## src/inc/tcc_pkg.sv

```systemverilog
// Package of register map, field layout and encodings for the timer 4 compare channels
package tcc_pkg;

  // Register word indices; byte address is four times the index
  localparam logic [9:0] IDX_FLAGS = 10'h0D8;
  localparam logic [9:0] IDX_CH0_CTL = 10'h0EC;
  localparam logic [9:0] IDX_CH0_VAL = 10'h0ED;
  localparam logic [9:0] IDX_CH1_CTL = 10'h0EE;
  localparam logic [9:0] IDX_CH1_VAL = 10'h0EF;
  localparam logic [9:0] IDX_IRQ_STATUS = 10'h0F0;
  localparam logic [9:0] IDX_IRQ_MASK = 10'h0F1;

  // Address slicing of the bus
  localparam int ADDR_IDX_LSB = 2;
  localparam int ADDR_IDX_MSB = 11;
  localparam logic [19:0] ADDR_HI_ZERO = 20'h00000;
  localparam logic [2:0] HSIZE_WORD = 3'h2;
  localparam int HTRANS_ACTIVE_BIT = 1;
  localparam logic HRESP_OKAY = 1'b0;

  // Register widths
  localparam int REG_W = 8;
  localparam int CTL_W = 7;
  localparam logic [23:0] RDATA_PAD = 24'h000000;

  // Channel compare control fields
  localparam int CTL_IM = 6;
  localparam int CTL_ACT_MSB = 5;
  localparam int CTL_ACT_LSB = 3;
  localparam int CTL_EN = 2;
  localparam logic [6:0] CTL_RESET = 7'h40;
  localparam logic [7:0] VAL_RESET = 8'h00;

  // Shared flag register fields
  localparam int FLG_WIDE_TIMER_OVERFLOW_MASK = 6;
  localparam int FLG_T_B_CH1_PENDING = 5;
  localparam int FLG_T_B_CH0_PENDING = 4;
  localparam int FLG_T_B_OVERFLOW_PENDING = 3;
  localparam int FLG_T_A_CH1_PENDING = 2;
  localparam int FLG_T_A_CH0_PENDING = 1;
  localparam int FLG_T_A_OVERFLOW_PENDING = 0;
  localparam logic [6:0] FLG_RESET = 7'h40;

  // Interrupt status and mask layout
  localparam int IRQ_W = 3;
  localparam int IRQ_CH0 = 0;
  localparam int IRQ_CH1 = 1;
  localparam int IRQ_OVF = 2;
  localparam logic [2:0] IRQ_STATUS_RESET = 3'h0;
  localparam logic [2:0] IRQ_MASK_RESET = 3'h0;

  // Count values used by the output actions
  localparam logic [7:0] CNT_ZERO = 8'h00;
  localparam logic [7:0] CH0_ALT_CLR = 8'hFF;
  localparam logic [7:0] CH0_ALT_SET = 8'h00;
  localparam logic PIN_RESET = 1'b0;

  // Output action codes
  typedef enum logic [2:0] {
    ACT_SET = 3'h0,
    ACT_CLR = 3'h1,
    ACT_TOGGLE = 3'h2,
    ACT_SET_UP = 3'h3,
    ACT_CLR_UP = 3'h4,
    ACT_SET_ALT = 3'h5,
    ACT_CLR_ALT = 3'h6,
    ACT_UNUSED = 3'h7
  } tcc_action_t;

endpackage

```

## src/rtl/tcc_compare_chan.sv

```systemverilog
// One compare channel: match detection and output action
`timescale 1ns/10ps
`default_nettype none
module tcc_compare_chan
  import tcc_pkg::*;
(
  // Clock and reset
  input wire logic clk,
  input wire logic srst,
  // Channel configuration
  input wire logic chanEnable,
  input wire logic [2:0] actionSel,
  input wire logic [7:0] cmpValue,
  input wire logic [7:0] altClrValue,
  input wire logic [7:0] altSetValue,
  // Counter status
  input wire logic cntTick,
  input wire logic [7:0] cntValue,
  input wire logic upDownMode,
  input wire logic cntDown,
  // Results
  output logic matchHit,
  output logic pinOut
);

  logic pinOut_ff;
  logic nxt_pinOut;
  logic atZero;
  logic atAltClr;
  logic atAltSet;
  tcc_action_t act;

  // Events qualified by the enable and the counter update
  assign act = tcc_action_t'(actionSel);
  assign matchHit = chanEnable && cntTick && (cntValue == cmpValue);
  assign atZero = chanEnable && cntTick && (cntValue == CNT_ZERO);
  assign atAltClr = chanEnable && cntTick && (cntValue == altClrValue);
  assign atAltSet = chanEnable && cntTick && (cntValue == altSetValue);

  // Output action; the match wins when both values coincide
  always_comb begin
    nxt_pinOut = pinOut_ff;
    unique case (act)
      ACT_SET: if (matchHit) nxt_pinOut = 1'b1;
      ACT_CLR: if (matchHit) nxt_pinOut = 1'b0;
      ACT_TOGGLE: if (matchHit) nxt_pinOut = !pinOut_ff;
      ACT_SET_UP: begin
        if (upDownMode) begin
          if (matchHit) nxt_pinOut = !cntDown;
        end else if (matchHit) begin
          nxt_pinOut = 1'b1;
        end else if (atZero) begin
          nxt_pinOut = 1'b0;
        end
      end
      ACT_CLR_UP: begin
        if (upDownMode) begin
          if (matchHit) nxt_pinOut = cntDown;
        end else if (matchHit) begin
          nxt_pinOut = 1'b0;
        end else if (atZero) begin
          nxt_pinOut = 1'b1;
        end
      end
      ACT_SET_ALT: begin
        if (matchHit) nxt_pinOut = 1'b1;
        else if (atAltClr) nxt_pinOut = 1'b0;
      end
      ACT_CLR_ALT: begin
        if (matchHit) nxt_pinOut = 1'b0;
        else if (atAltSet) nxt_pinOut = 1'b1;
      end
      ACT_UNUSED: nxt_pinOut = pinOut_ff; // Reserved code holds the pin
    endcase
  end

  // Pin register
  always_ff @(posedge clk) begin
    if (srst) pinOut_ff <= PIN_RESET;
    else pinOut_ff <= nxt_pinOut;
  end

  assign pinOut = pinOut_ff;

  a_set_on_match: assert property (@(posedge clk) disable iff (srst)
    matchHit && act == ACT_SET |=> pinOut_ff) else $error("set on match missed");
  a_clr_on_match: assert property (@(posedge clk) disable iff (srst)
    matchHit && act == ACT_CLR |=> !pinOut_ff) else $error("clear on match missed");
  a_toggle_match: assert property (@(posedge clk) disable iff (srst)
    matchHit && act == ACT_TOGGLE |=> pinOut_ff != $past(pinOut_ff)) else $error("toggle missed");
  a_down_clears: assert property (@(posedge clk) disable iff (srst)
    matchHit && act == ACT_SET_UP && upDownMode && cntDown |=> !pinOut_ff) else $error("down match not clear");
  a_alt_clears: assert property (@(posedge clk) disable iff (srst)
    atAltClr && !matchHit && act == ACT_SET_ALT |=> !pinOut_ff) else $error("alt clear missed");

endmodule
`default_nettype wire

```

## src/rtl/tcc_timer4_compare.sv

```systemverilog
// Timer 4 compare channels, shared timer flag register and AHB-Lite register slave
//
// Added by the designer: register access over AHB-Lite.
`timescale 1ns/10ps
`default_nettype none
module tcc_timer4_compare
  import tcc_pkg::*;
(
  // Clock and reset
  input wire logic clk,
  input wire logic srst,
  // AHB-Lite slave
  input wire logic hsel,
  input wire logic [31:0] haddr,
  input wire logic [1:0] htrans,
  input wire logic hwrite,
  input wire logic [2:0] hsize,
  input wire logic [31:0] hwdata,
  input wire logic hready,
  output logic [31:0] hrdata,
  output logic hreadyout,
  output logic hresp,
  // Timer 4 counter core
  input wire logic cntTick,
  input wire logic [7:0] cntValue,
  input wire logic cntUpDown,
  input wire logic cntDown,
  input wire logic tBOverflowEvent,
  // Second 8-bit timer events
  input wire logic tACh0Event,
  input wire logic tACh1Event,
  input wire logic tAOverflowEvent,
  // Outputs
  output logic ch0Out,
  output logic ch1Out,
  output logic wideTimerOverflowMask,
  output logic irq
);

  // Hardware set wins over a software clear in the same cycle
  function automatic logic flagNext(input logic cur, input logic clr, input logic set);
    flagNext = set | (cur & !clr);
  endfunction

  logic [9:0] addr_ff;
  logic [9:0] nxt_addr;
  logic wrPend_ff;
  logic nxt_wrPend;
  logic rdPend_ff;
  logic nxt_rdPend;
  logic hreadyout_ff;
  logic nxt_hreadyout;
  logic [31:0] hrdata_ff;
  logic [31:0] nxt_hrdata;
  logic addrPhase;
  logic addrHit;
  logic [7:0] rdByte;

  logic [7:0] ch0CompareValue_ff;
  logic [7:0] nxt_ch0CompareValue;
  logic [7:0] ch1CompareValue_ff;
  logic [7:0] nxt_ch1CompareValue;
  logic [6:0] ch0CompareControl_ff;
  logic [6:0] nxt_ch0CompareControl;
  logic [6:0] ch1CompareControl_ff;
  logic [6:0] nxt_ch1CompareControl;
  logic [6:0] timerFlagRegister_ff;
  logic [6:0] nxt_timerFlagRegister;
  logic [2:0] irqStatus_ff;
  logic [2:0] nxt_irqStatus;
  logic [2:0] irqMask_ff;
  logic [2:0] nxt_irqMask;
  logic irq_ff;
  logic nxt_irq;
  logic [2:0] irqGate;

  logic wrFlags;
  logic wrStatus;
  logic ch0Match;
  logic ch1Match;
  logic ch0Pin;
  logic ch1Pin;

  // Only whole-word transfers inside the low 4 KB window are accepted
  assign addrPhase = hsel && hready && htrans[HTRANS_ACTIVE_BIT];
  assign addrHit = addrPhase && (hsize == HSIZE_WORD) && (haddr[31:12] == ADDR_HI_ZERO);

  // Register read mux; unmapped words and reserved top bits read zero
  always_comb begin
    rdByte = 8'h00;
    unique case (addr_ff)
      IDX_FLAGS: rdByte = {1'b0, timerFlagRegister_ff};
      IDX_CH0_CTL: rdByte = {1'b0, ch0CompareControl_ff};
      IDX_CH0_VAL: rdByte = ch0CompareValue_ff;
      IDX_CH1_CTL: rdByte = {1'b0, ch1CompareControl_ff};
      IDX_CH1_VAL: rdByte = ch1CompareValue_ff;
      IDX_IRQ_STATUS: rdByte = {5'h00, irqStatus_ff};
      IDX_IRQ_MASK: rdByte = {5'h00, irqMask_ff};
      default: rdByte = 8'h00;
    endcase
  end

  // Bus phases; reads take one wait state so a preceding write is visible
  always_comb begin
    nxt_addr = addr_ff;
    nxt_wrPend = 1'b0;
    nxt_rdPend = 1'b0;
    nxt_hreadyout = 1'b1;
    nxt_hrdata = hrdata_ff;
    if (rdPend_ff) begin
      nxt_hrdata = {RDATA_PAD, rdByte};
    end else if (addrPhase) begin
      nxt_addr = addrHit ? haddr[ADDR_IDX_MSB:ADDR_IDX_LSB] : IDX_IRQ_MASK + 10'h001;
      nxt_wrPend = hwrite;
      nxt_rdPend = !hwrite;
      nxt_hreadyout = hwrite;
    end
  end

  always_ff @(posedge clk) begin
    if (srst) begin
      addr_ff <= 10'h000;
      wrPend_ff <= 1'b0;
      rdPend_ff <= 1'b0;
      hreadyout_ff <= 1'b1;
      hrdata_ff <= 32'h00000000;
    end else begin
      addr_ff <= nxt_addr;
      wrPend_ff <= nxt_wrPend;
      rdPend_ff <= nxt_rdPend;
      hreadyout_ff <= nxt_hreadyout;
      hrdata_ff <= nxt_hrdata;
    end
  end

  assign wrFlags = wrPend_ff && (addr_ff == IDX_FLAGS);
  assign wrStatus = wrPend_ff && (addr_ff == IDX_IRQ_STATUS);

  // Value and control registers, written in the data phase
  always_comb begin
    nxt_ch0CompareValue = ch0CompareValue_ff;
    nxt_ch1CompareValue = ch1CompareValue_ff;
    nxt_ch0CompareControl = ch0CompareControl_ff;
    nxt_ch1CompareControl = ch1CompareControl_ff;
    nxt_irqMask = irqMask_ff;
    if (wrPend_ff) begin
      unique case (addr_ff)
        IDX_CH0_VAL: nxt_ch0CompareValue = hwdata[REG_W-1:0];
        IDX_CH1_VAL: nxt_ch1CompareValue = hwdata[REG_W-1:0];
        IDX_CH0_CTL: nxt_ch0CompareControl = hwdata[CTL_W-1:0];
        IDX_CH1_CTL: nxt_ch1CompareControl = hwdata[CTL_W-1:0];
        IDX_IRQ_MASK: nxt_irqMask = hwdata[IRQ_W-1:0];
        default: nxt_irqMask = irqMask_ff;
      endcase
    end
  end

  // Interrupt mask bits reset to zero, so no channel interrupts until irqMask is written
  always_ff @(posedge clk) begin
    if (srst) begin
      ch0CompareValue_ff <= VAL_RESET;
      ch1CompareValue_ff <= VAL_RESET;
      ch0CompareControl_ff <= CTL_RESET;
      ch1CompareControl_ff <= CTL_RESET;
      irqMask_ff <= IRQ_MASK_RESET;
    end else begin
      ch0CompareValue_ff <= nxt_ch0CompareValue;
      ch1CompareValue_ff <= nxt_ch1CompareValue;
      ch0CompareControl_ff <= nxt_ch0CompareControl;
      ch1CompareControl_ff <= nxt_ch1CompareControl;
      irqMask_ff <= nxt_irqMask;
    end
  end

  // Channel 0 alternate points are the counter ends
  tcc_compare_chan u_ch0 (
    .clk(clk),
    .srst(srst),
    .chanEnable(ch0CompareControl_ff[CTL_EN]),
    .actionSel(ch0CompareControl_ff[CTL_ACT_MSB:CTL_ACT_LSB]),
    .cmpValue(ch0CompareValue_ff),
    .altClrValue(CH0_ALT_CLR),
    .altSetValue(CH0_ALT_SET),
    .cntTick(cntTick),
    .cntValue(cntValue),
    .upDownMode(cntUpDown),
    .cntDown(cntDown),
    .matchHit(ch0Match),
    .pinOut(ch0Pin)
  );

  // Channel 1 alternate point is the channel 0 compare value
  tcc_compare_chan u_ch1 (
    .clk(clk),
    .srst(srst),
    .chanEnable(ch1CompareControl_ff[CTL_EN]),
    .actionSel(ch1CompareControl_ff[CTL_ACT_MSB:CTL_ACT_LSB]),
    .cmpValue(ch1CompareValue_ff),
    .altClrValue(ch0CompareValue_ff),
    .altSetValue(ch0CompareValue_ff),
    .cntTick(cntTick),
    .cntValue(cntValue),
    .upDownMode(cntUpDown),
    .cntDown(cntDown),
    .matchHit(ch1Match),
    .pinOut(ch1Pin)
  );

  // Pending flags: zero written clears, one written is ignored
  always_comb begin
    nxt_timerFlagRegister = timerFlagRegister_ff;
    nxt_timerFlagRegister[FLG_T_B_CH1_PENDING] = flagNext(timerFlagRegister_ff[FLG_T_B_CH1_PENDING],
      wrFlags && !hwdata[FLG_T_B_CH1_PENDING], ch1Match);
    nxt_timerFlagRegister[FLG_T_B_CH0_PENDING] = flagNext(timerFlagRegister_ff[FLG_T_B_CH0_PENDING],
      wrFlags && !hwdata[FLG_T_B_CH0_PENDING], ch0Match);
    nxt_timerFlagRegister[FLG_T_B_OVERFLOW_PENDING] = flagNext(timerFlagRegister_ff[FLG_T_B_OVERFLOW_PENDING],
      wrFlags && !hwdata[FLG_T_B_OVERFLOW_PENDING], tBOverflowEvent);
    nxt_timerFlagRegister[FLG_T_A_CH1_PENDING] = flagNext(timerFlagRegister_ff[FLG_T_A_CH1_PENDING],
      wrFlags && !hwdata[FLG_T_A_CH1_PENDING], tACh1Event);
    nxt_timerFlagRegister[FLG_T_A_CH0_PENDING] = flagNext(timerFlagRegister_ff[FLG_T_A_CH0_PENDING],
      wrFlags && !hwdata[FLG_T_A_CH0_PENDING], tACh0Event);
    nxt_timerFlagRegister[FLG_T_A_OVERFLOW_PENDING] = flagNext(timerFlagRegister_ff[FLG_T_A_OVERFLOW_PENDING],
      wrFlags && !hwdata[FLG_T_A_OVERFLOW_PENDING], tAOverflowEvent);
    if (wrFlags) begin
      nxt_timerFlagRegister[FLG_WIDE_TIMER_OVERFLOW_MASK] = hwdata[FLG_WIDE_TIMER_OVERFLOW_MASK];
    end
  end

  // Sticky status is write-one-to-clear, unlike the flag register
  always_comb begin
    nxt_irqStatus[IRQ_CH0] = flagNext(irqStatus_ff[IRQ_CH0], wrStatus && hwdata[IRQ_CH0], ch0Match);
    nxt_irqStatus[IRQ_CH1] = flagNext(irqStatus_ff[IRQ_CH1], wrStatus && hwdata[IRQ_CH1], ch1Match);
    nxt_irqStatus[IRQ_OVF] = flagNext(irqStatus_ff[IRQ_OVF], wrStatus && hwdata[IRQ_OVF], tBOverflowEvent);
  end

  // Channel masks gate the request; the overflow has no channel mask here
  always_comb begin
    irqGate = 3'h0;
    irqGate[IRQ_CH0] = ch0CompareControl_ff[CTL_IM];
    irqGate[IRQ_CH1] = ch1CompareControl_ff[CTL_IM];
    irqGate[IRQ_OVF] = 1'b1;
    nxt_irq = |(irqStatus_ff & irqMask_ff & irqGate);
  end

  always_ff @(posedge clk) begin
    if (srst) begin
      timerFlagRegister_ff <= FLG_RESET;
      irqStatus_ff <= IRQ_STATUS_RESET;
      irq_ff <= 1'b0;
    end else begin
      timerFlagRegister_ff <= nxt_timerFlagRegister;
      irqStatus_ff <= nxt_irqStatus;
      irq_ff <= nxt_irq;
    end
  end

  // All outputs except hresp, which is tied to OKAY, come from registers
  assign hrdata = hrdata_ff;
  assign hreadyout = hreadyout_ff;
  assign hresp = HRESP_OKAY;
  assign ch0Out = ch0Pin;
  assign ch1Out = ch1Pin;
  assign wideTimerOverflowMask = timerFlagRegister_ff[FLG_WIDE_TIMER_OVERFLOW_MASK];
  assign irq = irq_ff;

  a_ch0_val_write: assert property (@(posedge clk) disable iff (srst)
    wrPend_ff && addr_ff == IDX_CH0_VAL |=> ch0CompareValue_ff == $past(hwdata[7:0]))
    else $error("ch0 value write lost");
  a_ch1_val_write: assert property (@(posedge clk) disable iff (srst)
    wrPend_ff && addr_ff == IDX_CH1_VAL |=> ch1CompareValue_ff == $past(hwdata[7:0]))
    else $error("ch1 value write lost");
  a_ch1_disabled: assert property (@(posedge clk) disable iff (srst)
    !ch1CompareControl_ff[CTL_EN] |-> !ch1Match) else $error("disabled channel matched");
  a_irq_gated: assert property (@(posedge clk) disable iff (srst)
    irq_ff |-> $past(|(irqStatus_ff & irqMask_ff & irqGate))) else $error("irq without unmasked status");
  a_ch1_flag_set: assert property (@(posedge clk) disable iff (srst)
    ch1Match |=> timerFlagRegister_ff[FLG_T_B_CH1_PENDING]) else $error("ch1 flag not set");
  a_ovf_one_ignored: assert property (@(posedge clk) disable iff (srst)
    wrFlags && hwdata[FLG_T_B_OVERFLOW_PENDING] && !timerFlagRegister_ff[FLG_T_B_OVERFLOW_PENDING]
    && !tBOverflowEvent |=> !timerFlagRegister_ff[FLG_T_B_OVERFLOW_PENDING]) else $error("flag set by write");
  a_ta_zero_clears: assert property (@(posedge clk) disable iff (srst)
    wrFlags && !hwdata[FLG_T_A_OVERFLOW_PENDING] && !tAOverflowEvent
    |=> !timerFlagRegister_ff[FLG_T_A_OVERFLOW_PENDING]) else $error("zero write did not clear");
  a_top_bit_zero: assert property (@(posedge clk) disable iff (srst)
    rdPend_ff && (addr_ff == IDX_FLAGS || addr_ff == IDX_CH1_CTL) |=> !hrdata_ff[7])
    else $error("reserved bit 7 read as one");
  a_read_wait: assert property (@(posedge clk) disable iff (srst)
    addrPhase && !hwrite && !rdPend_ff |=> !hreadyout_ff ##1 hreadyout_ff) else $error("read wait wrong");

endmodule
`default_nettype wire

```

## config.mk

```make
export PLATFORM = sky130hd
export DESIGN_NAME = tcc_timer4_compare
export DESIGN_NICKNAME = d
export VERILOG_FILES = /design/src/inc/tcc_pkg.sv /design/src/rtl/tcc_compare_chan.sv /design/src/rtl/tcc_timer4_compare.sv
export SDC_FILE = /design/constraint.sdc
export NUM_CORES = 1
export LEC_CHECK = 0
export ABC_AREA = 1
export BUFFER_PORTS_ARGS = -buffer_cell sky130_fd_sc_hd__buf_2
export CORE_MARGIN = 2
export CORE_UTILIZATION = 45
export DETAILED_ROUTE_END_ITERATION = 10
export PLACE_DENSITY = 0.78
export REMOVE_ABC_BUFFERS = 1
export SKIP_LAST_GASP = 1
export SYNTH_ARGS = -nofsm -noshare
export SYNTH_HDL_FRONTEND = slang
export SYNTH_SLANG_ARGS = --single-unit
```

## constraint.sdc

```tcl
create_clock -name clk -period 2.17 [get_ports clk]
set_input_delay 0.217 -clock clk [delete_from_list [all_inputs] [get_ports clk]]
set_output_delay 0.217 -clock clk [all_outputs]
set_load 0.03 [all_outputs]
```

; ---- After elaboration in Yosys (flattened, before gate mapping)
; Index checks and enable logic that the tools add are counted.
[totals]
input_bits = 89
output_inout_bits = 38
wordCells = 169
regBits = 67
[op_classes]
bitwise_logic = 24
n_eq_ne = 41
n_reduce_logical = 56
muxes = 32
[ops]
columns = cell, count
row1 = $eq 10x8->1 const B, 7
row2 = $pmux 8 s7, 1
row3 = $mux 1, 28
row4 = $eq 3x3->1 const B, 8
row5 = $logic_and 1x1->1, 23
row6 = $logic_not 20->1, 1
row7 = $logic_not 1->1, 19
row8 = $ne 3x2->1 const B, 6
row9 = $eq 8x8->1, 2
row10 = $eq 3x2->1 const B, 5
row11 = $pmux 1 s7, 2
row12 = $ne 2x2->1 const B, 6
row13 = $ne 3x3->1 const B, 4
row14 = $reduce_and 2->1, 6
row15 = $mux 10, 1
row16 = $reduce_and 10->1, 1
row17 = $and 1x1->1, 9
row18 = $or 1x1->1, 9
row19 = $eq 8x8->1 const B, 1
row20 = $logic_not 8->1, 1
row21 = $reduce_and 8->1, 1
row22 = $and 3x3->3, 2
row23 = $eq 3x1->1 const B, 2
row24 = $logic_not 3->1, 2
row25 = other kinds (2), 6

; ---- Longest topological paths before layout
; Gate-level depths: netlist of the first run.
[logic_depth]
word_depth = 6
depth_mapped = 13
mapped_depth_nobuf = 13

; ---- Hierarchy
; A second synthesis of the first run with hierarchy kept.
[unflattened]
hier_cells = 677
area_unflattened_um2 = 4516.8
[modules_own_cells]
columns = module, cells_per_inst, seq_area_each_um2, instances, area_per_inst_um2
row1 = tcc_timer4_compare, 431, 1301.2, 1, 3220.6
row2 = tcc_compare_chan, 123, 20.0, 2, 648.1

; ---- Worst setup path before layout of the first run
; OpenSTA, ideal clock, no wires.
[synth_path]
path_kind = register to register
from = reg addr_ff[7]
to = reg ch1CompareValue_ff[7]
path_stages_with_launch = 9
slack_ps = 583
n_path_buf = 2
period_less_slack_ps = 1587
t_required_ps = 2053
arrival_time_ps = 1470
setup_ps = 117
cell_sequence = dfxtp_1 nand2_1 nor3_4 nand4_4 or2_1 buf_6 buf_6 o21ai_1 a21oi_1
[synth_via]
elab_chain_len = 2
[synth_lines]
columns = element, line_no
row1 = "start, declared", tcc_timer4_compare.sv:45  ; logic [9:0] addr_ff;
row2 = "start signal, assigned", tcc_timer4_compare.sv:128  ; addr_ff <= nxt_addr;
row3 = $eq 10x8->1, tcc_timer4_compare.sv:147  ; unique case (addr_ff)
row4 = $reduce_and 2->1 (no source line), --
row5 = "end signal, assigned", tcc_timer4_compare.sv:168  ; ch1CompareValue_ff <= nxt_ch1CompareValue;
row6 = "end, declared", tcc_timer4_compare.sv:61  ; logic [7:0] ch1CompareValue_ff;
; No other way between the ends.
; A chain may end at the register's enable or synchronous reset.

; ---- Worst setup path in the final report of the first run
[layout_path]
from = reg addr_ff[7]
to = reg ch1CompareValue_ff[2]
; Same word-level chain as after synthesis.

==> results of run 1 <==
==> cell families (layout without fill, tap and decap cells) <==
family / count (synthesis) / after routing
AOI/OAI and AO/OA: 131 / 131
xor gates and xnor gates: 1 / 1
buffers and inverters: 115 / 170
DFF: 67 / 67
other: 1 / 25
and+or+nand+nor: 294 / 294
==> worst paths after layout <==
check | slack [ps] | cells past startpoint | to | from
min reg2reg | 470 | 2 | hrdata[0] | hrdata[0]
max reg2reg | 220 | 6 | ch1CompareValue_ff[2] | addr_ff[7]
min | 70 | 2 | rdPend_ff | hwrite
max | 220 | 6 | ch1CompareValue_ff[2] | addr_ff[7]
==> layout make-up <==
class / instances / share of cell area
multi-input cells: 451 / 0.470
flip-flops and latches: 67 / 0.304
repair buffers: 80 / 0.0941
inverters: 75 / 0.0638
clock buffers: 11 / 0.0320
well taps: 105 / 0.0298
clock inverters: 4 / 0.00624
==> sequential cells by signal, indices dropped and copies added (netlist names) <==
register,flops
u_ch0.pinOut,1
irqMask_ff,3
addr_ff,10
irqStatus_ff,3
ch1CompareValue_ff,8
u_ch1.pinOut,1
wrPend_ff,1
ch0CompareValue_ff,8
ch0CompareControl_ff,7
hrdata,8
rdPend_ff,1
timerFlagRegister_ff,7
irq,1
hreadyout,1
ch1CompareControl_ff,7
==> cell usage in the layout, fill, tap and decap left out, types with 2 or more instances in the layout <==
cell type	Yosys	final
clkbuf_8	0	10
nor2_2	2	2
o211ai_1	7	7
conb_1	1	25
nand4_1	12	12
nor2_1	62	62
o22ai_1	5	5
nand3_1	40	40
nand2_1	147	146
o21ai_0	56	56
nand2_2	1	2
clkinvlp_4	0	3
nor3_1	20	20
buf_2	3	74
a21oi_1	57	57
buf_4	26	6
inv_1	75	75
a211oi_1	3	3
dfxtp_1	67	67
==> worst max-delay path, delay by kind of cell (launching register included) <==
kind               cells  cell delay [ps]
and+or+nand+nor        4             1120
DFF                    1              350
AOI/OAI and AO/OA      2              330
==> where the power goes <==
group / total (W) / internal (W) / switching [W]
logic: 0.000282 / 0.0000867 / 0.000195
registers: 0.00126 / 0.00125 / 0.0000157
clock network: 0.000915 / 0.000437 / 0.000478
total: 0.00246 / 0.00177 / 0.000689
==> stage by stage <==
step,util,std cells
finish,0.534,793
detailed placement,0.514,778
floorplan,-,593
global placement,0.514,778
CTS,0.534,793
global route,0.534,793
==> routing by layer <==
metal  up-vias  share of wire
li1       2098              -
met3        34          0.072
met4         0          0.039
met2       181           0.46
met1      1851           0.43
met5         -              0
==> results.toml, run 1 <==
[route]
wl_per_cell_um = 13.6
ant_nets = 0
avgViaCountPerCell = 5.25
first_pass_iters = 7
drt_iter0_drc = 226
vias = 4164
drt-total-wl_mm = 10.8
drc = 0

[flow_run]
drv_cap = 0

[placed_design]
placed_cell_area_um2 = 4240
post-place-ws_ps = 241
gp_congestion = 0.897
dp_hpwl_mm = 8.52
portBuffers = 74

[timing]
setup_viol = 0
setup_slack_ps = 220
period_needed_ps = 1950
fmax_ghz = 0.513
rsz0062_at_grt = "false"
whs_ps = 70.2
drv_slew = 0
worst-slew-pin-transition_ps = 586
finalClockSkew_ps = 5.42
finalCritPeriodShare = 0.898
fin_tns_setup_ps = 0
relSlewSlack = 0.609
finalHoldViolations = 0

[critical_path]
required_ps = 2370
critPathMaxFanout = 16
cp_slowest_cell = "or2_1"
timing.critical_path.cells = "nand2_1 > nor3_4 > nand4_4 > or2_1 > o21ai_0 > a21oi_1"
path_class = "reg2reg"
endpoint_kind = "flip-flop"
cp_slowest_stage_delay_ps = 490
worstPathArrival_ps = 2150
startpoint_type = "flip-flop"

[floorplan]
die_w_um = 96.8
start_util = 0.469
core_um2 = 8260
die-area_um2 = 9360
die_h_um = 96.8
rows = 33
ios = 127

[clock_tree]
hold_buffers = 0
htreeDepth = 3
cts-resized-gates = 0
cts_made_buffers = 9
postCtsSetupBuffers = 0
insertion_delay_ps = 340
cts.path.max_buffers = 2
cts_tree = "yes"
path_clk_slew_ps = 70
clock-sinks = 67
root_buffer = "clkbuf_8"

[synthesis]
yosysMostFrequentCell = "nand2_1"
yosys.area.top_type = "dfxtp_1"
synth_top_family_by_area = "simple AND/OR/NAND/NOR gates"
synth_top_area_share = 0.346
seq_area_frac_synth = 0.346
synth_compound_area_frac = 0.179
netlist_area_um2 = 3870
synth_area_per_cell_um2 = 6.36
synth-main-ff-cell = "dfxtp_1"
synth-edff-count = 0
ys_seq_elements = 67
synth_common_cells = "nand2_1 (147), inv_1 (75), dfxtp_1 (67), nor2_1 (62), a21oi_1 (57)"
synth_mux_area_frac = 0
synth_cell_types = 33
yosys.area_share.simple = 0.330
synth_xor_area_frac = 0.00226
syn_inst = 609
ys_warn_count = 0
async_flop_share = 0
synthTopCellsByArea = "dfxtp_1 (35%), nand2_1 (14%), a21oi_1 (7.4%)"
synthAdderAreaFrac = 0

[power]
leakage_nw = 2.00
power_density_nw_per_um2 = 557
ir_drop_uv = 425
p_total_w = 0.00246

[final_layout]
diodes = 0
fin_nets = 773
n_fill_cell = 839
layout-drive-gt1-share = 0.151
stdcell_area_um2 = 4410
multi_input_area_um2 = 2070
regArea_um2 = 1340
area_growth_pct = 14.0

[global_route]
grt_pass1_wl_mm = 18.3
top_usage_layer = "met2"
met1_usage = 0.288
antenna_found_initial = 0
use_met2 = 0.400
grt_max_degree = 25
grt_usage = 0.236
grt_pass1_vias = 4010
grt_overflow = 0
met3_usage = 0.0491

[run_status]
status = "complete, no violations"

[hold_path]
min_path_type = "in2reg"
No activity file was read; power rests on OpenSTA's default activity.
==> run 2: changes to the inputs <==
--- a/config.mk
+++ b/config.mk
@@ -7,10 +7,12 @@
 export LEC_CHECK = 0
 export ABC_AREA = 1
 export BUFFER_PORTS_ARGS = -buffer_cell sky130_fd_sc_hd__buf_2
+export CELL_PAD_IN_SITES_DETAIL_PLACEMENT = 1
+export CELL_PAD_IN_SITES_GLOBAL_PLACEMENT = 2
 export CORE_MARGIN = 2
-export CORE_UTILIZATION = 45
+export CORE_UTILIZATION = 26
 export DETAILED_ROUTE_END_ITERATION = 10
-export PLACE_DENSITY = 0.78
+export PLACE_DENSITY = 0.86
 export REMOVE_ABC_BUFFERS = 1
 export SKIP_LAST_GASP = 1
 export SYNTH_ARGS = -nofsm -noshare
==> results.toml, run 2 (same netlist as run 1, synthesis figures left out) <==
[run_status]
status = "complete, no violations"

[route]
first_pass_iters = 4
vias = 4158
wl_met2_mm = 6.52
ant_nets = 0
wl_per_cell_um = 15.4
wl_met3_um = 708
drc = 0
drt_iter0_drc = 226
highest_layer = "met4"
drt-total-wl_mm = 13.5
wl_met1_mm = 6.07
avgViaCountPerCell = 4.74

[flow_run]
drv_cap = 0

[final_layout]
fin_nets = 777
n_fill_cell = 1920
largest_register = "addr_ff"
fin_cells = 877
final_common_cell = "nand2_1"
diodes = 0
fin_util = 0.322
layout-drive-gt1-share = 0.157
area_growth_pct = 21.0
final_cell_mix = "nand2_1 (147), inv_1 (75), buf_2 (74)"
largest_reg_flops = 10

[critical_path]
endpoint_kind = "flip-flop"
cp_slowest_cell = "dfxtp_1"
crit_top_cell = "nand2_1"
critPathMaxFanout = 9
cp_slowest_stage_delay_ps = 410
cp_top_family = "simple AND/OR/NAND/NOR gates"
crit_buf_inv = 1
required_ps = 2440
timing.critical_path.cells = "nand2_1 > nor2_4 > nand3_1 > nor2_1 > nand2_1 > inv_1 > o21ai_0 > a21oi_1"
worstPathArrival_ps = 2230
path_class = "reg2reg"
reg2reg_slack_ps = 210
startpoint_type = "flip-flop"

[clock_tree]
postCtsSetupBuffers = 0
cts_tree = "yes"
cts-resized-gates = 0
hold_buffers = 0
clock-sinks = 67
insertion_delay_ps = 340
cts.path.max_buffers = 2
htreeDepth = 3
root_buffer = "clkbuf_16"
cts_made_buffers = 9
path_clk_slew_ps = 60

[global_route]
grt_usage = 0.174
antenna_found_initial = 0
grt_overflow = 0
grt_pass1_vias = 4351
grt_max_degree = 25
grt_pass1_wl_mm = 22.3

[timing]
fmax_ghz = 0.510
period_needed_ps = 1960
finalCritPeriodShare = 0.903
worst-slew-pin-transition_ps = 629
setup_viol = 0
whs_ps = 80.9
drv_slew = 0
finalHoldViolations = 0
finalClockSkew_ps = 5.01
rsz0062_at_grt = "false"
relSlewSlack = 0.581
fin_tns_setup_ps = 0

[power]
ir_drop_uv = 401
seqPwrFrac = 0.406
leakage_nw = 2.09
power_density_nw_per_um2 = 663
comb_power_share = 0.095
intPower_w = 0.00229
power_switching_share = 0.261
p_total_w = 0.00310
clock_power_share = 0.498
p_switching_w = 0.000811

[floorplan]
rows = 44
ios = 127
die_w_um = 126
start_util = 0.266
core_um2 = 14500
die-area_um2 = 15900
die_h_um = 126

[placed_design]
gp_congestion = 0.868
portBuffers = 74
dp_hpwl_mm = 10.8
place_inst = 861

[hold_path]
min_path_type = "in2reg"
run 2: cell type report:
| class | count | area, um^2 | share of cell area |
|---|---|---|---|
| repair buffers | 84 | 445 | 0.0951 |
| clock inverters | 5 | 60.1 | 0.0128 |
| multi-input cells | 451 | 2070 | 0.442 |
| clock buffers | 11 | 253 | 0.0540 |
| well taps | 184 | 230 | 0.0492 |
| flip-flops and latches | 67 | 1340 | 0.286 |
| inverters | 75 | 282 | 0.0601 |
run 2: worst paths after layout:
| path | depth (start not counted) | end | startpoint |
|---|---|---|---|
| max | 8 | ch0CompareControl_ff[1] | addr_ff[5] |
| min reg2reg | 2 | hrdata[7] | hrdata[7] |
| min | 2 | rdPend_ff | hwrite |
| max reg2reg | 8 | ch0CompareControl_ff[1] | addr_ff[5] |
run 2: per-stage QoR:
step,instance area [um^2],worst slack (ps)
3_3_place_gp,4370,392
5_1_grt,4680,55.9
3_5_place_dp,4370,262
4_1_cts,4680,215
6_report,4680,209
2_1_floorplan,3690,527
run 2: per-layer routing:
metal / GRT usage / vias up
met2: 0.305 / 124
met1: 0.222 / 1914
met5: 0 / -
met4: 0.0465 / 0
met3: 0.0289 / 20
li1: - / 2100
run 2: power groups by stage:
stage | Sequential (W) | Combinational, W | Clock (W)
3_5_place_dp | 0.00129 | 0.000295 | 0
5_1_grt | 0.00126 | 0.000330 | 0.00163
6_report | 0.00126 | 0.000295 | 0.00155
3_3_place_gp | 0.00129 | 0.000286 | 0
2_1_floorplan | 0.00129 | 0.000166 | 0
4_1_cts | 0.00126 | 0.000297 | 0.00157
run 2: worst register-to-register path, cell delays in order (launching register included):
cell and delay [ps]:
dfxtp_1 410, nand2_1 160, nor2_4 210, nand3_1 140, nor2_1 220, nand2_1 270, inv_1 240, o21ai_0 110
a21oi_1 130
